==> config.mk <==
export PLATFORM = sky130hd
export DESIGN_NAME = spar_receiver
export DESIGN_NICKNAME = d
export VERILOG_FILES = /design/src/include/spar_pkg.sv /design/src/core/spar_receiver.sv
export SDC_FILE = /design/constraint.sdc
export NUM_CORES = 1
export LEC_CHECK = 0
export ABC_CLOCK_PERIOD_IN_PS = 3250
export BUFFER_PORTS_ARGS = -buffer_cell sky130_fd_sc_hd__buf_2
export CAP_MARGIN = 5
export CORE_MARGIN = 2
export CORE_UTILIZATION = 30
export DETAILED_ROUTE_END_ITERATION = 6
export GPL_ROUTABILITY_DRIVEN = 1
export GPL_TIMING_DRIVEN = 0
export PLACE_DENSITY = 0.52
export SLEW_MARGIN = 20
export SYNTH_ARGS = -nofsm -noshare
export SYNTH_HDL_FRONTEND = slang
export SYNTH_SLANG_ARGS = --single-unit
==> constraint.sdc <==
create_clock -name core_clk -period 3.25 [get_ports core_clk]
set_input_delay 0.4875 -clock core_clk [delete_from_list [all_inputs] [get_ports core_clk]]
set_output_delay 0.4875 -clock core_clk [all_outputs]
set_load 0.02 [all_outputs]
==> src/include/spar_pkg.sv <==
package spar_pkg;

   // register indices; byte address is four times the index
   localparam logic [7:0] IDX_PERIPHERAL_IRQ_FLAGS   = 8'h0c;
   localparam logic [7:0] IDX_RECEIVE_STATUS_CONTROL = 8'h18;
   localparam logic [7:0] IDX_TRANSMIT_BUFFER        = 8'h19;
   localparam logic [7:0] IDX_RECEIVE_BUFFER         = 8'h1a;
   localparam logic [7:0] IDX_PERIPHERAL_IRQ_ENABLES = 8'h8c;
   localparam logic [7:0] IDX_TRANSMIT_STATUS_CONTROL = 8'h98;
   localparam logic [7:0] IDX_BAUD_DIVISOR           = 8'h99;

   // reset values
   localparam logic [7:0] RST_RECEIVE_STATUS_CONTROL  = 8'h00;
   localparam logic [7:0] RST_TRANSMIT_BUFFER         = 8'h00;
   localparam logic [7:0] RST_PERIPHERAL_IRQ_ENABLES  = 8'h00;
   localparam logic [7:0] RST_TRANSMIT_STATUS_CONTROL = 8'h02;
   localparam logic [7:0] RST_BAUD_DIVISOR            = 8'h00;

   // bit positions, flag and enable registers
   localparam int BIT_RECEIVE_READY = 5;
   // receive status/control
   localparam int BIT_SERIAL_PORT_ENABLE = 7;
   localparam int BIT_NINE_BIT_RECEIVE   = 6;
   localparam int BIT_SINGLE_RECEIVE     = 5;
   localparam int BIT_CONT_RECEIVE       = 4;
   localparam int BIT_FRAMING_ERROR      = 2;
   localparam int BIT_OVERRUN_ERROR      = 1;
   localparam int BIT_RECEIVED_NINTH     = 0;
   // transmit status/control
   localparam int BIT_CLOCK_SOURCE       = 7;
   localparam int BIT_TRANSMIT_ENABLE    = 5;
   localparam int BIT_SYNC_SELECT        = 4;
   localparam int BIT_HIGH_RATE          = 2;
   localparam int BIT_SHIFTER_EMPTY      = 1;

   // oversampling: sixteen ticks per bit, votes on ticks 6, 7 and 8
   localparam logic [3:0] OVS_LAST     = 4'hf;
   localparam logic [3:0] VOTE_FIRST   = 4'h6;
   localparam logic [3:0] VOTE_LAST    = 4'h8;
   localparam logic [1:0] LOW_RATE_DIV = 2'h3;

   typedef enum logic [1:0] {
      SPAR_IDLE,
      SPAR_START,
      SPAR_DATA,
      SPAR_STOP
   } spar_state_t;

   typedef struct packed {
      logic [7:0] data;
      logic       ninth;
      logic       framing_error;
   } spar_entry_t;

endpackage : spar_pkg

==> src/core/spar_receiver.sv <==
// Our own choice: the APB register port.
`timescale 1ns/1ps
module spar_receiver
   import spar_pkg::*;
#(
   parameter int FIFO_DEPTH = 2,
   parameter int ADDR_W     = 12
) (
   input  wire logic              core_clk,
   input  wire logic              nrst,
   input  wire logic              psel,
   input  wire logic              penable,
   input  wire logic              pwrite,
   input  wire logic [ADDR_W-1:0] paddr,
   input  wire logic [31:0]       pwdata,
   output logic [31:0]            prdata,
   output logic                   pready,
   output logic                   pslverr,
   input  wire logic              serial_data_line_in,
   output logic                   serial_data_line_out,
   output logic                   serial_data_line_oe,
   output logic                   shift_clock_line_out,
   output logic                   shift_clock_line_oe,
   output logic                   serial_pins_selected,
   input  wire logic              transmit_active,
   input  wire logic              transmit_data,
   output logic                   transmit_inhibit,
   output logic                   receive_irq_request
);

   localparam int PTR_W = (FIFO_DEPTH > 1) ? $clog2(FIFO_DEPTH) : 1;
   localparam int CNT_W = $clog2(FIFO_DEPTH + 1);
   localparam logic [CNT_W-1:0] FIFO_FULL = CNT_W'(FIFO_DEPTH);

   function automatic logic idx_hit(input logic [ADDR_W-1:0] a, input logic [7:0] idx);
      idx_hit = (a == ADDR_W'({idx, 2'b00}));
   endfunction : idx_hit

   ////////////////////////////////////////////////////////////////////////////
   // register state

   logic [7:0]      receive_status_control_ctl;
   logic [7:0]      transmit_status_control_ctl;
   logic [7:0]      tx_buffer;
   logic [7:0]      irq_enables;
   logic [7:0]      baud_divisor;
   logic [7:0]      next_receive_status_control_ctl;
   logic [7:0]      next_transmit_status_control_ctl;
   logic [7:0]      next_tx_buffer;
   logic [7:0]      next_irq_enables;
   logic [7:0]      next_baud_divisor;
   logic [31:0]     next_prdata;
   logic            read_saw_data;
   logic            next_read_saw_data;
   logic            setup;
   logic            access;
   logic            mapped;
   logic            pop;

   spar_entry_t                 fifo_mem [FIFO_DEPTH];
   logic [PTR_W-1:0]            wr_ptr;
   logic [PTR_W-1:0]            rd_ptr;
   logic [CNT_W-1:0]            count;
   logic [PTR_W-1:0]            next_wr_ptr;
   logic [PTR_W-1:0]            next_rd_ptr;
   logic [CNT_W-1:0]            next_count;
   logic                        push;
   spar_entry_t                 push_entry;
   spar_entry_t                 head;
   logic                        overrun_error;
   logic                        next_overrun_error;
   logic                        receive_ready_flag;

   logic serial_port_enable;
   logic continuous_receive_enable;
   logic single_receive_enable;
   logic rx9;
   logic sync_mode;
   logic clock_source_select;
   logic rx_on;
   logic brg_run;

   assign serial_port_enable      = receive_status_control_ctl[BIT_SERIAL_PORT_ENABLE];
   assign continuous_receive_enable      = receive_status_control_ctl[BIT_CONT_RECEIVE];
   assign single_receive_enable      = receive_status_control_ctl[BIT_SINGLE_RECEIVE];
   assign rx9       = receive_status_control_ctl[BIT_NINE_BIT_RECEIVE];
   assign sync_mode = transmit_status_control_ctl[BIT_SYNC_SELECT];
   assign clock_source_select      = transmit_status_control_ctl[BIT_CLOCK_SOURCE];
   assign rx_on     = serial_port_enable & continuous_receive_enable & ~sync_mode;
   assign brg_run   = serial_port_enable & (continuous_receive_enable | single_receive_enable | transmit_status_control_ctl[BIT_TRANSMIT_ENABLE]);

   ////////////////////////////////////////////////////////////////////////////
   // apb slave

   assign setup   = psel & ~penable;
   assign access  = psel & penable;
   assign pready  = access;
   assign mapped  = idx_hit(paddr, IDX_PERIPHERAL_IRQ_FLAGS)
                  | idx_hit(paddr, IDX_RECEIVE_STATUS_CONTROL)
                  | idx_hit(paddr, IDX_TRANSMIT_BUFFER)
                  | idx_hit(paddr, IDX_RECEIVE_BUFFER)
                  | idx_hit(paddr, IDX_PERIPHERAL_IRQ_ENABLES)
                  | idx_hit(paddr, IDX_TRANSMIT_STATUS_CONTROL)
                  | idx_hit(paddr, IDX_BAUD_DIVISOR);
   assign pslverr = access & ~mapped;
   assign pop     = access & ~pwrite & read_saw_data & idx_hit(paddr, IDX_RECEIVE_BUFFER);
   assign head    = fifo_mem[rd_ptr];

   assign receive_ready_flag  = (count != '0);
   assign receive_irq_request = receive_ready_flag & irq_enables[BIT_RECEIVE_READY];

   always_comb begin
      next_receive_status_control_ctl     = receive_status_control_ctl;
      next_transmit_status_control_ctl     = transmit_status_control_ctl;
      next_tx_buffer     = tx_buffer;
      next_irq_enables   = irq_enables;
      next_baud_divisor  = baud_divisor;
      next_prdata        = prdata;
      next_read_saw_data = read_saw_data;
      if (setup) begin
         next_prdata        = 32'h0000_0000;
         next_read_saw_data = receive_ready_flag;
         if (idx_hit(paddr, IDX_PERIPHERAL_IRQ_FLAGS)) begin
            next_prdata[BIT_RECEIVE_READY] = receive_ready_flag;
         end
         if (idx_hit(paddr, IDX_RECEIVE_STATUS_CONTROL)) begin
            next_prdata[7:3] = {receive_status_control_ctl[7:4], 1'b0};
            next_prdata[BIT_FRAMING_ERROR]  = receive_ready_flag & head.framing_error;
            next_prdata[BIT_OVERRUN_ERROR]  = overrun_error;
            next_prdata[BIT_RECEIVED_NINTH] = receive_ready_flag & head.ninth;
         end
         if (idx_hit(paddr, IDX_TRANSMIT_BUFFER)) begin
            next_prdata[7:0] = tx_buffer;
         end
         if (idx_hit(paddr, IDX_RECEIVE_BUFFER)) begin
            next_prdata[7:0] = receive_ready_flag ? head.data : 8'h00;
         end
         if (idx_hit(paddr, IDX_PERIPHERAL_IRQ_ENABLES)) begin
            next_prdata[7:0] = irq_enables;
         end
         if (idx_hit(paddr, IDX_TRANSMIT_STATUS_CONTROL)) begin
            next_prdata[7:0] = {transmit_status_control_ctl[7:4], 1'b0, transmit_status_control_ctl[2], ~transmit_active,
                                transmit_status_control_ctl[0]};
         end
         if (idx_hit(paddr, IDX_BAUD_DIVISOR)) begin
            next_prdata[7:0] = baud_divisor;
         end
      end
      if (access & pwrite) begin
         if (idx_hit(paddr, IDX_RECEIVE_STATUS_CONTROL)) begin
            next_receive_status_control_ctl = {pwdata[7:4], 4'h0};
         end
         if (idx_hit(paddr, IDX_TRANSMIT_BUFFER)) begin
            next_tx_buffer = pwdata[7:0];
         end
         if (idx_hit(paddr, IDX_PERIPHERAL_IRQ_ENABLES)) begin
            next_irq_enables = pwdata[7:0];
         end
         if (idx_hit(paddr, IDX_TRANSMIT_STATUS_CONTROL)) begin
            next_transmit_status_control_ctl = {pwdata[7:4], 1'b0, pwdata[2], 1'b0, pwdata[0]};
         end
         if (idx_hit(paddr, IDX_BAUD_DIVISOR)) begin
            next_baud_divisor = pwdata[7:0];
         end
      end
   end

   always_ff @(posedge core_clk or negedge nrst) begin
      if (!nrst) begin
         receive_status_control_ctl     <= RST_RECEIVE_STATUS_CONTROL;
         transmit_status_control_ctl     <= RST_TRANSMIT_STATUS_CONTROL & 8'hfd;
         tx_buffer     <= RST_TRANSMIT_BUFFER;
         irq_enables   <= RST_PERIPHERAL_IRQ_ENABLES;
         baud_divisor  <= RST_BAUD_DIVISOR;
         prdata        <= 32'h0000_0000;
         read_saw_data <= 1'b0;
      end else begin
         receive_status_control_ctl     <= next_receive_status_control_ctl;
         transmit_status_control_ctl     <= next_transmit_status_control_ctl;
         tx_buffer     <= next_tx_buffer;
         irq_enables   <= next_irq_enables;
         baud_divisor  <= next_baud_divisor;
         prdata        <= next_prdata;
         read_saw_data <= next_read_saw_data;
      end
   end

   ////////////////////////////////////////////////////////////////////////////
   // baud generator: one tick per sixteenth of a bit

   logic [7:0] brg_cnt;
   logic [1:0] pre_cnt;
   logic [7:0] next_brg_cnt;
   logic [1:0] next_pre_cnt;
   logic       tick16;
   logic       ck_level;
   logic       next_ck_level;

   assign tick16 = brg_run & (brg_cnt == 8'h00)
                 & (transmit_status_control_ctl[BIT_HIGH_RATE] | (pre_cnt == 2'h0));

   always_comb begin
      next_brg_cnt  = brg_cnt;
      next_pre_cnt  = pre_cnt;
      next_ck_level = ck_level;
      if (!brg_run) begin
         next_brg_cnt  = baud_divisor;
         next_pre_cnt  = LOW_RATE_DIV;
         next_ck_level = 1'b0;
      end else if (brg_cnt == 8'h00) begin
         next_brg_cnt = baud_divisor;
         next_pre_cnt = pre_cnt - 2'h1;
         if (tick16) begin
            next_ck_level = ~ck_level;
         end
      end else begin
         next_brg_cnt = brg_cnt - 8'h01;
      end
   end

   always_ff @(posedge core_clk or negedge nrst) begin
      if (!nrst) begin
         brg_cnt  <= 8'h00;
         pre_cnt  <= 2'h0;
         ck_level <= 1'b0;
      end else begin
         brg_cnt  <= next_brg_cnt;
         pre_cnt  <= next_pre_cnt;
         ck_level <= next_ck_level;
      end
   end

   ////////////////////////////////////////////////////////////////////////////
   // pins and half-duplex steering

   logic receiving;

   assign receiving            = continuous_receive_enable | single_receive_enable;
   assign serial_pins_selected = serial_port_enable;
   assign shift_clock_line_oe  = serial_port_enable & sync_mode & clock_source_select;
   assign shift_clock_line_out = ck_level;
   assign transmit_inhibit     = serial_port_enable & sync_mode & receiving;
   assign serial_data_line_oe  = serial_port_enable & sync_mode & transmit_active & ~receiving;
   assign serial_data_line_out = transmit_data;

   ////////////////////////////////////////////////////////////////////////////
   // receive state machine

   spar_state_t state;
   spar_state_t next_state;
   logic [3:0]  phase;
   logic [3:0]  next_phase;
   logic [3:0]  bit_idx;
   logic [3:0]  next_bit_idx;
   logic [2:0]  votes;
   logic [2:0]  next_votes;
   logic [8:0]  receive_shift_register;
   logic [8:0]  next_receive_shift_register;
   logic        line_prev;
   logic        vote;
   logic        bit_done;

   assign vote     = (votes[0] & votes[1]) | (votes[0] & votes[2])
                   | (votes[1] & votes[2]);
   assign bit_done = tick16 & (phase == OVS_LAST);

   always_comb begin
      next_state                  = state;
      next_phase                  = phase;
      next_bit_idx                = bit_idx;
      next_votes                  = votes;
      next_receive_shift_register = receive_shift_register;
      next_overrun_error          = overrun_error;
      push                        = 1'b0;
      push_entry                  = '0;
      if (tick16 && phase >= VOTE_FIRST && phase <= VOTE_LAST) begin
         next_votes = {votes[1:0], serial_data_line_in};
      end
      if (tick16) begin
         next_phase = phase + 4'h1;
      end
      case (state)
         SPAR_IDLE: begin
            next_phase = 4'h0;
            if (line_prev && !serial_data_line_in) begin
               next_state = SPAR_START;
            end
         end
         SPAR_START: begin
            if (bit_done) begin
               next_bit_idx = 4'h0;
               next_state   = vote ? SPAR_IDLE : SPAR_DATA;
            end
         end
         SPAR_DATA: begin
            if (bit_done) begin
               next_receive_shift_register = {vote, receive_shift_register[8:1]};
               next_bit_idx = bit_idx + 4'h1;
               if (bit_idx == (rx9 ? 4'h8 : 4'h7)) begin
                  next_state = SPAR_STOP;
               end
            end
         end
         SPAR_STOP: begin
            if (bit_done) begin
               next_state       = SPAR_IDLE;
               push_entry.data  = rx9 ? receive_shift_register[7:0]
                                      : receive_shift_register[8:1];
               push_entry.ninth = rx9 & receive_shift_register[8];
               push_entry.framing_error  = ~vote;
               if (count == FIFO_FULL) begin
                  next_overrun_error = 1'b1;
               end else if (!overrun_error) begin
                  push = 1'b1;
               end
            end
         end
         default: begin
            next_state = SPAR_IDLE;
         end
      endcase
      if (!rx_on) begin
         next_state = SPAR_IDLE;
         push       = 1'b0;
      end
      if (!continuous_receive_enable) begin
         next_overrun_error = 1'b0;
      end
   end

   always_ff @(posedge core_clk or negedge nrst) begin
      if (!nrst) begin
         state                  <= SPAR_IDLE;
         phase                  <= 4'h0;
         bit_idx                <= 4'h0;
         votes                  <= 3'h7;
         receive_shift_register <= 9'h000;
         line_prev              <= 1'b1;
         overrun_error          <= 1'b0;
      end else begin
         state                  <= next_state;
         phase                  <= next_phase;
         bit_idx                <= next_bit_idx;
         votes                  <= next_votes;
         receive_shift_register <= next_receive_shift_register;
         line_prev              <= serial_data_line_in;
         overrun_error          <= next_overrun_error;
      end
   end

   ////////////////////////////////////////////////////////////////////////////
   // receive fifo

   always_comb begin
      next_wr_ptr = wr_ptr;
      next_rd_ptr = rd_ptr;
      next_count  = count;
      if (push) begin
         next_wr_ptr = (wr_ptr == PTR_W'(FIFO_DEPTH - 1)) ? '0 : wr_ptr + PTR_W'(1);
      end
      if (pop) begin
         next_rd_ptr = (rd_ptr == PTR_W'(FIFO_DEPTH - 1)) ? '0 : rd_ptr + PTR_W'(1);
      end
      if (push && !pop) begin
         next_count = count + CNT_W'(1);
      end else if (pop && !push) begin
         next_count = count - CNT_W'(1);
      end
   end

   always_ff @(posedge core_clk or negedge nrst) begin
      if (!nrst) begin
         wr_ptr <= '0;
         rd_ptr <= '0;
         count  <= '0;
      end else begin
         wr_ptr <= next_wr_ptr;
         rd_ptr <= next_rd_ptr;
         count  <= next_count;
      end
   end

   for (genvar i = 0; i < FIFO_DEPTH; i++) begin : g_slot
      always_ff @(posedge core_clk or negedge nrst) begin
         if (!nrst) begin
            fifo_mem[i] <= '0;
         end else if (push && wr_ptr == PTR_W'(i)) begin
            fifo_mem[i] <= push_entry;
         end
      end
   end

   ////////////////////////////////////////////////////////////////////////////
   // checks

   AST_IRQ_NEEDS_ENABLE: assert property (@(posedge core_clk) disable iff (!nrst)
      receive_irq_request == (irq_enables[BIT_RECEIVE_READY] && count != '0))
      else $error("irq does not follow enable and data");

   AST_FLAG_AFTER_PUSH: assert property (@(posedge core_clk) disable iff (!nrst)
      push |=> receive_ready_flag)
      else $error("ready flag not set after word stored");

   AST_OVERRUN_ON_FULL: assert property (@(posedge core_clk) disable iff (!nrst)
      (state == SPAR_STOP && bit_done && rx_on && count == FIFO_FULL && !pop)
      |=> overrun_error && count == FIFO_FULL)
      else $error("overrun not flagged on full fifo");

   AST_NO_PUSH_OVERRUN: assert property (@(posedge core_clk) disable iff (!nrst)
      overrun_error |-> !push)
      else $error("word stored while overrun set");

   AST_OVERRUN_CLEAR: assert property (@(posedge core_clk) disable iff (!nrst)
      (overrun_error && !continuous_receive_enable) |=> !overrun_error)
      else $error("overrun survived receive reset");

   AST_OFF_GOES_IDLE: assert property (@(posedge core_clk) disable iff (!nrst)
      !rx_on |=> state == SPAR_IDLE)
      else $error("receiver active while disabled");

   AST_FRAMING_ERROR_STORED: assert property (@(posedge core_clk) disable iff (!nrst)
      push |=> fifo_mem[$past(wr_ptr)].framing_error == $past(~vote))
      else $error("framing error not stored with word");

   AST_POP_ORDER: assert property (@(posedge core_clk) disable iff (!nrst)
      (pop && !push && count == FIFO_FULL) |=> count == FIFO_FULL - CNT_W'(1)
      && rd_ptr != $past(rd_ptr))
      else $error("fifo read did not advance");

   AST_CLOCK_MASTER: assert property (@(posedge core_clk) disable iff (!nrst)
      shift_clock_line_oe == (serial_port_enable && sync_mode && clock_source_select))
      else $error("clock line drive does not match master mode");

   AST_HALF_DUPLEX: assert property (@(posedge core_clk) disable iff (!nrst)
      (serial_port_enable && sync_mode && receiving) |-> transmit_inhibit && !serial_data_line_oe)
      else $error("data line driven while receiving");

endmodule : spar_receiver

# --- Yosys cells after proc, flatten, opt, wreduce, memory -nomap -nowiden ---
# Cells that the tools add are included.
totals:
  register_bits: 102
  in_bits: 52
  out_inout_bits: 41
  wordCells: 183
op_classes:
  addsub: 8
  magnitude_cmp: 3
  eq_ne: 25
  muxes: 48
  n_bitwise: 46
  n_reduce_logical: 27
op_table:
  columns: ["operator", "n"]
  rows:
  - ["2-to-1 mux 8 bit", 10]
  - ["2-to-1 mux 10 bit", 5]
  - ["equality test 12 x 10 -> 1 bit, second input constant", 3]
  - ["equality test 12 x 7 -> 1 bit, second input constant", 3]
  - ["AND 1 bit", 25]
  - ["2-to-1 mux 2 bit", 11]
  - ["2-to-1 mux 4 bit", 5]
  - ["2-to-1 mux 1 bit", 15]
  - ["inequality test 3 bit, second input constant", 5]
  - ["AND reduction 2 bit", 7]
  - ["equality test 12 x 6 -> 1 bit, second input constant", 1]
  - ["bitwise OR 1 bit", 11]
  - ["inequality test 2 x 1 -> 1 bit, second input constant", 5]
  - ["inverter 1 bit", 9]
  - ["adder 4 x 1 -> 4 bit, second input constant", 2]
  - ["logical NOT 8 bit", 1]
  - ["case mux 2 bit (4 select lines)", 1]
  - ["case mux 4 bit (2 select lines)", 1]
  - ["nonzero test 2 bit", 4]
  - ["subtractor 8 x 1 -> 8 bit, second input constant", 1]
  - ["logical AND 1 bit", 7]
  - ["equality test 2 bit, second input constant", 3]
  - ["AND reduction 3 bit", 2]
  - ["AND reduction 5 bit", 1]
  - ["other kinds (13)", 19]

# --- Depth between registers and ports, before layout ---
depth:
  depth_word: 13
  depth_mapped: 11
  mapped_depth_nobuf: 10

# --- Worst setup path before layout ---
# Ideal clock, no wire load.
synth_path:
  path_type: "in2out"
  startpoint: "in paddr[1]"
  endpoint: "out pslverr"
  arrival_ps: 1903
  required_ps: 2762
  setup_slack_ps: 859
  cell_stages: 4
  n_path_buf: 0
  path_cell_list: "nor4b_1 o21ai_0 a2111oi_0 nor3_1"
synth_via:
  elab_chain_cells: 9
  elab_cells_between_ends: 15
  cone_classes: "7 x eq/ne; 8 x bitwise"
synth_rtl:
  columns: ["item", "line_no", "source"]
  rows:
  - ["start: declaration", "spar_receiver.sv:14", "input wire logic [ADDR_W-1:0] paddr,"]
  - ["equality test 12 x 6 -> 1 bit / equality test 12 x 7 -> 1 bit (equally long branches)", "spar_receiver.sv:36", "idx_hit = (a == ADDR_W'({idx, 2'b00}));"]
  - ["bitwise OR 1 bit", "spar_receiver.sv:99", "| idx_hit(paddr, IDX_RECEIVE_STATUS_CONTROL)"]
  - ["bitwise OR 1 bit", "spar_receiver.sv:100", "| idx_hit(paddr, IDX_TRANSMIT_BUFFER)"]
  - ["bitwise OR 1 bit", "spar_receiver.sv:101", "| idx_hit(paddr, IDX_RECEIVE_BUFFER)"]
  - ["bitwise OR 1 bit", "spar_receiver.sv:102", "| idx_hit(paddr, IDX_PERIPHERAL_IRQ_ENABLES)"]
  - ["bitwise OR 1 bit", "spar_receiver.sv:103", "| idx_hit(paddr, IDX_TRANSMIT_STATUS_CONTROL)"]
  - ["bitwise OR 1 bit *", "spar_receiver.sv:104", "| idx_hit(paddr, IDX_BAUD_DIVISOR);"]
  - ["inverter 1 bit *", "spar_receiver.sv:105", "assign pslverr = access & ~mapped;"]
  - ["AND 1 bit *", "spar_receiver.sv:105", null]
  - ["end: declaration", "spar_receiver.sv:18", "output logic pslverr,"]
# Mark *: on every way between the ends. The rest lies on a longest branch, timed or not.

# --- Worst setup path in the final report ---
layout_path:
  startpoint: "in paddr[2]"
  endpoint: "out pslverr"
# The elaborated chain is that of the path after synthesis.

==> summary.txt <==
Place
  – Pre-CTS worst setup slack: -120 ps
  – Instance area at placement: 6020 um^2
  – Final Wtd Congestion: 0.832
  – Number of instances in the placed design: 771
  – Count of port buffers added during placement: 43
  – Detailed placement HPWL: around 9.8 mm

Global route
  – GRT Residual Overflow: 0
  – Initial antenna violation count: 0
  – Number of global-route vias before repair: about 3.8k
  – Largest net degree at the start of global routing: 55
  – Global-route wire length before repair: 20.8 mm
  – All-Layer GR Usage: a little over an eighth

Route
  – Via count normalized by instance count: about 4.9
  – Pre-Repair DR Iteration Count: 5
  – Final wirelength: ~13 mm
  – DRT antenna net count: 0
  – Count of vias placed by the detailed router: about 3.9k
  – Post-route DRC violation count: 0
  – Routed length per instance: between 15 and 20 um
  – First-iteration detailed-routing DRC count: 245

Worst setup path
  – Worst setup path class: input pin to primary output
  – CP Launch Type: input pin
  – Worst EP required: about 2800 ps
  – R2R setup slack: about 560 ps
  – FF-to-FF End: count[1]$_DFFE_PN0P_
  – Number of buffers and inverters on the critical path: 3
  – CP Data Arrival Time: 2550 ps
  – Setup crit end kind: primary output
  – Delay contributed by the slowest stage of the critical path: around 750 ps
  – Cell-by-cell listing of the critical path: buf_2, buf_1, nor3_1, o21ai_0, a2111oi_1, nor3_1, buf_2
  – Startpoint of the most critical register-to-register path: brg_cnt[2]$_DFF_PN0_
  – R2R depth: 9
  – Critical path peak fanout: 10
  – Category of cells accounting for the largest share of critical-path delay: compound AO/OA/AOI/OAI gates
  – Crit path max-delay cell type: a2111oi_1

CTS
  – Number of buffers on the longest clock path: 2
  – Clk Latency, worst-skew pair: between 300 and 400 ps
  – Number of clock buffers inserted by TritonCTS: 9
  – Clock tree from TritonCTS: done
  – Resized cells post-CTS: 2
  – Clock edge transition at the registers on the reported setup and hold paths: around 70 ps
  – Number of buffers inserted by hold repair at cts: 0
  – Sinks on the clock net: slightly above 100
  – H-tree levels: 3
  – Clock tree root buffer cell: clkbuf_16
  – Buffers inserted during post-CTS setup optimization: 0

Timing
  – Crit path setup slack, layout: 211 ps
  – Setup repair after global routing missed its margin: no
  – Number of failing setup endpoints in the final timing report: 0
  – Slew headroom: 46.4%
  – Ratio of final minimum period to clock period: 93.5%
  – Largest clock skew in the final design: 10.2 ps
  – Transition time at the pin with the least slew margin: roughly 800 ps
  – Max-slew violation total from the final report: 0
  – Setup tns final: 0 ps
  – Highest attainable clock frequency: 329 MHz
  – Hold Fails Final Rpt: 0
  – Final critical path time including I/O delays and setup: about 3000 ps

Logic synthesis
  – EDFF count, synth: 0
  – Sequential fraction of the synthesis area: 47.4%
  – Post-synth top area cell: dfrtp_1
  – Main flop type after synthesis: dfrtp_1
  – Share of the synthesized area in the top cell type: about 45%
  – Synthesis-stage register bit count: 102
  – Syn Area/Cell: 11.4 um^2
  – Post-synthesis cell type count: 69
  – Most area-consuming cells after synthesis: dfrtp_1 45%, mux2_2 15%, buf_4 3.6%, mux2i_1 3.0%, nor2_1 2.6%
  – Count of mapped cells out of synthesis: 474
  – Async set or reset register ratio after synthesis: 100%
  – Cell area after synthesis: 5390 um^2
  – Warning count from the yosys run: 0

Run
  – Max-Cap Viols: 0

Die
  – Std-Cell Core Area: 17800 um^2
  – Die footprint: 19100 um^2
  – I/O pin total: 93
  – DIE HEIGHT: 138 um
  – Row count: 49
  – Die X-Extent: 138 um
  – Starting Density: between 30 and 40%

Layout
  – Finished layout cell area: 6380 um^2
  – NumNets Final: 612
  – Final cell count without fillers: 787
  – Most common library cell in the layout ignoring fill and taps: dfrtp_1
  – Share of final-layout standard cells stronger than drive strength 1: between 30% and 40%
  – Layout overhead on the synthesized area: 18.4%
  – Diodes inserted: 0
  – Final core utilization: between 30 and 40%
  – Leading cell types in the layout, fill and taps excluded: 98 x dfrtp_1, 70 x mux2_2, 44 x buf_2, 38 x nor2_1, 26 x buf_4

Power
  – Peak supply drop: roughly 220 uV
  – Ratio of total power to cell area: 426 nW/um^2
  – Cell leakage power: approximately 3.0 nW

Outcome
  – Run status: finished clean

Min path
  – Worst Hold Class: input pin to asynchronous set/reset pin
-- cells by family (layout without fill, tap and decap cells) --
group / Yosys count / after routing / synth area share (%)
flops: 102 / 102 / 47.4
compound gates: 64 / 64 / 7.80
simple gates: 144 / 144 / 16.1
other cells: 1 / 24 / 0.0696
xor+xnor: 16 / 16 / 2.60
mux: 89 / 89 / 18.6
buf+inv: 50 / 111 / 5.55
fa+ha+maj: 8 / 8 / 1.81
-- synth_stat cells (9+ instances only) --
master     n
nor2_1    38
o21ai_0   17
nand3_1   12
o211ai_1   9
mux2i_1   16
inv_1     10
nand2_1   25
a21oi_1   12
buf_4     26
mux2_2    70
xnor2_1   11
nor3_1    10
dfrtp_1   98
-- final cells by class --
cell class,instances,area (um^2)
plain buffers,40,262
clock buffers,13,260
clock inverters,3,90.1
fillers,1759,11400
inverters,10,37.5
multi-input cells,345,2630
flip-flops and latches,102,2560
well taps,229,287
repair buffers,45,254
-- state kept, by name, summed over array words and instances, names as in the netlist, 2 cells and up --
| signal | cells |
|---|---|
| pre_cnt | 2 |
| brg_cnt | 8 |
| receive_status_control_ctl | 4 |
| tx_buffer | 8 |
| baud_divisor | 8 |
| receive_shift_register | 9 |
| fifo_mem | 20 |
| state | 2 |
| votes | 3 |
| prdata | 8 |
| bit_idx | 4 |
| irq_enables | 8 |
| phase | 4 |
| count | 2 |
| transmit_status_control_ctl | 6 |
-- routing by layer --
layer | global-route usage, % | up-vias | part of all wire [%] | wire, um
li1 | - | 1842 | - | -
met1 | 17.4 | 1947 | 44 | 5760
met2 | 23.7 | 92 | 51 | 6590
met3 | 3.08 | 8 | 4.0 | 519
met4 | 2.85 | 0 | 0.66 | 86
met5 | 0 | - | 0 | 0
-- worst max path at each step --
stage	from	endpoint	cells past startpoint
5_1_grt	paddr[2]	pslverr	7
6_report	paddr[2]	pslverr	7
4_1_cts	paddr[2]	pslverr	7
3_5_place_dp	paddr[1]	pslverr	6
2_1_floorplan	paddr[1]	pslverr	4
3_3_place_gp	paddr[1]	pslverr	6
-- per-stage QoR --
stage	total power, mW	hold WS [ps]
final	2.72	96.3
after global routing	2.81	135
after floorplan	1.40	192
after detailed placement	1.48	455
after global placement	1.48	453
after CTS	2.75	110
-- report_power, final --
part           leakage (nW)  switching, mW  internal, mW
Clock                 0.170          0.459         0.796
Combinational          1.45          0.115        0.0594
Sequential             1.39        0.00652          1.28
(Power assumes the default switching activity.)
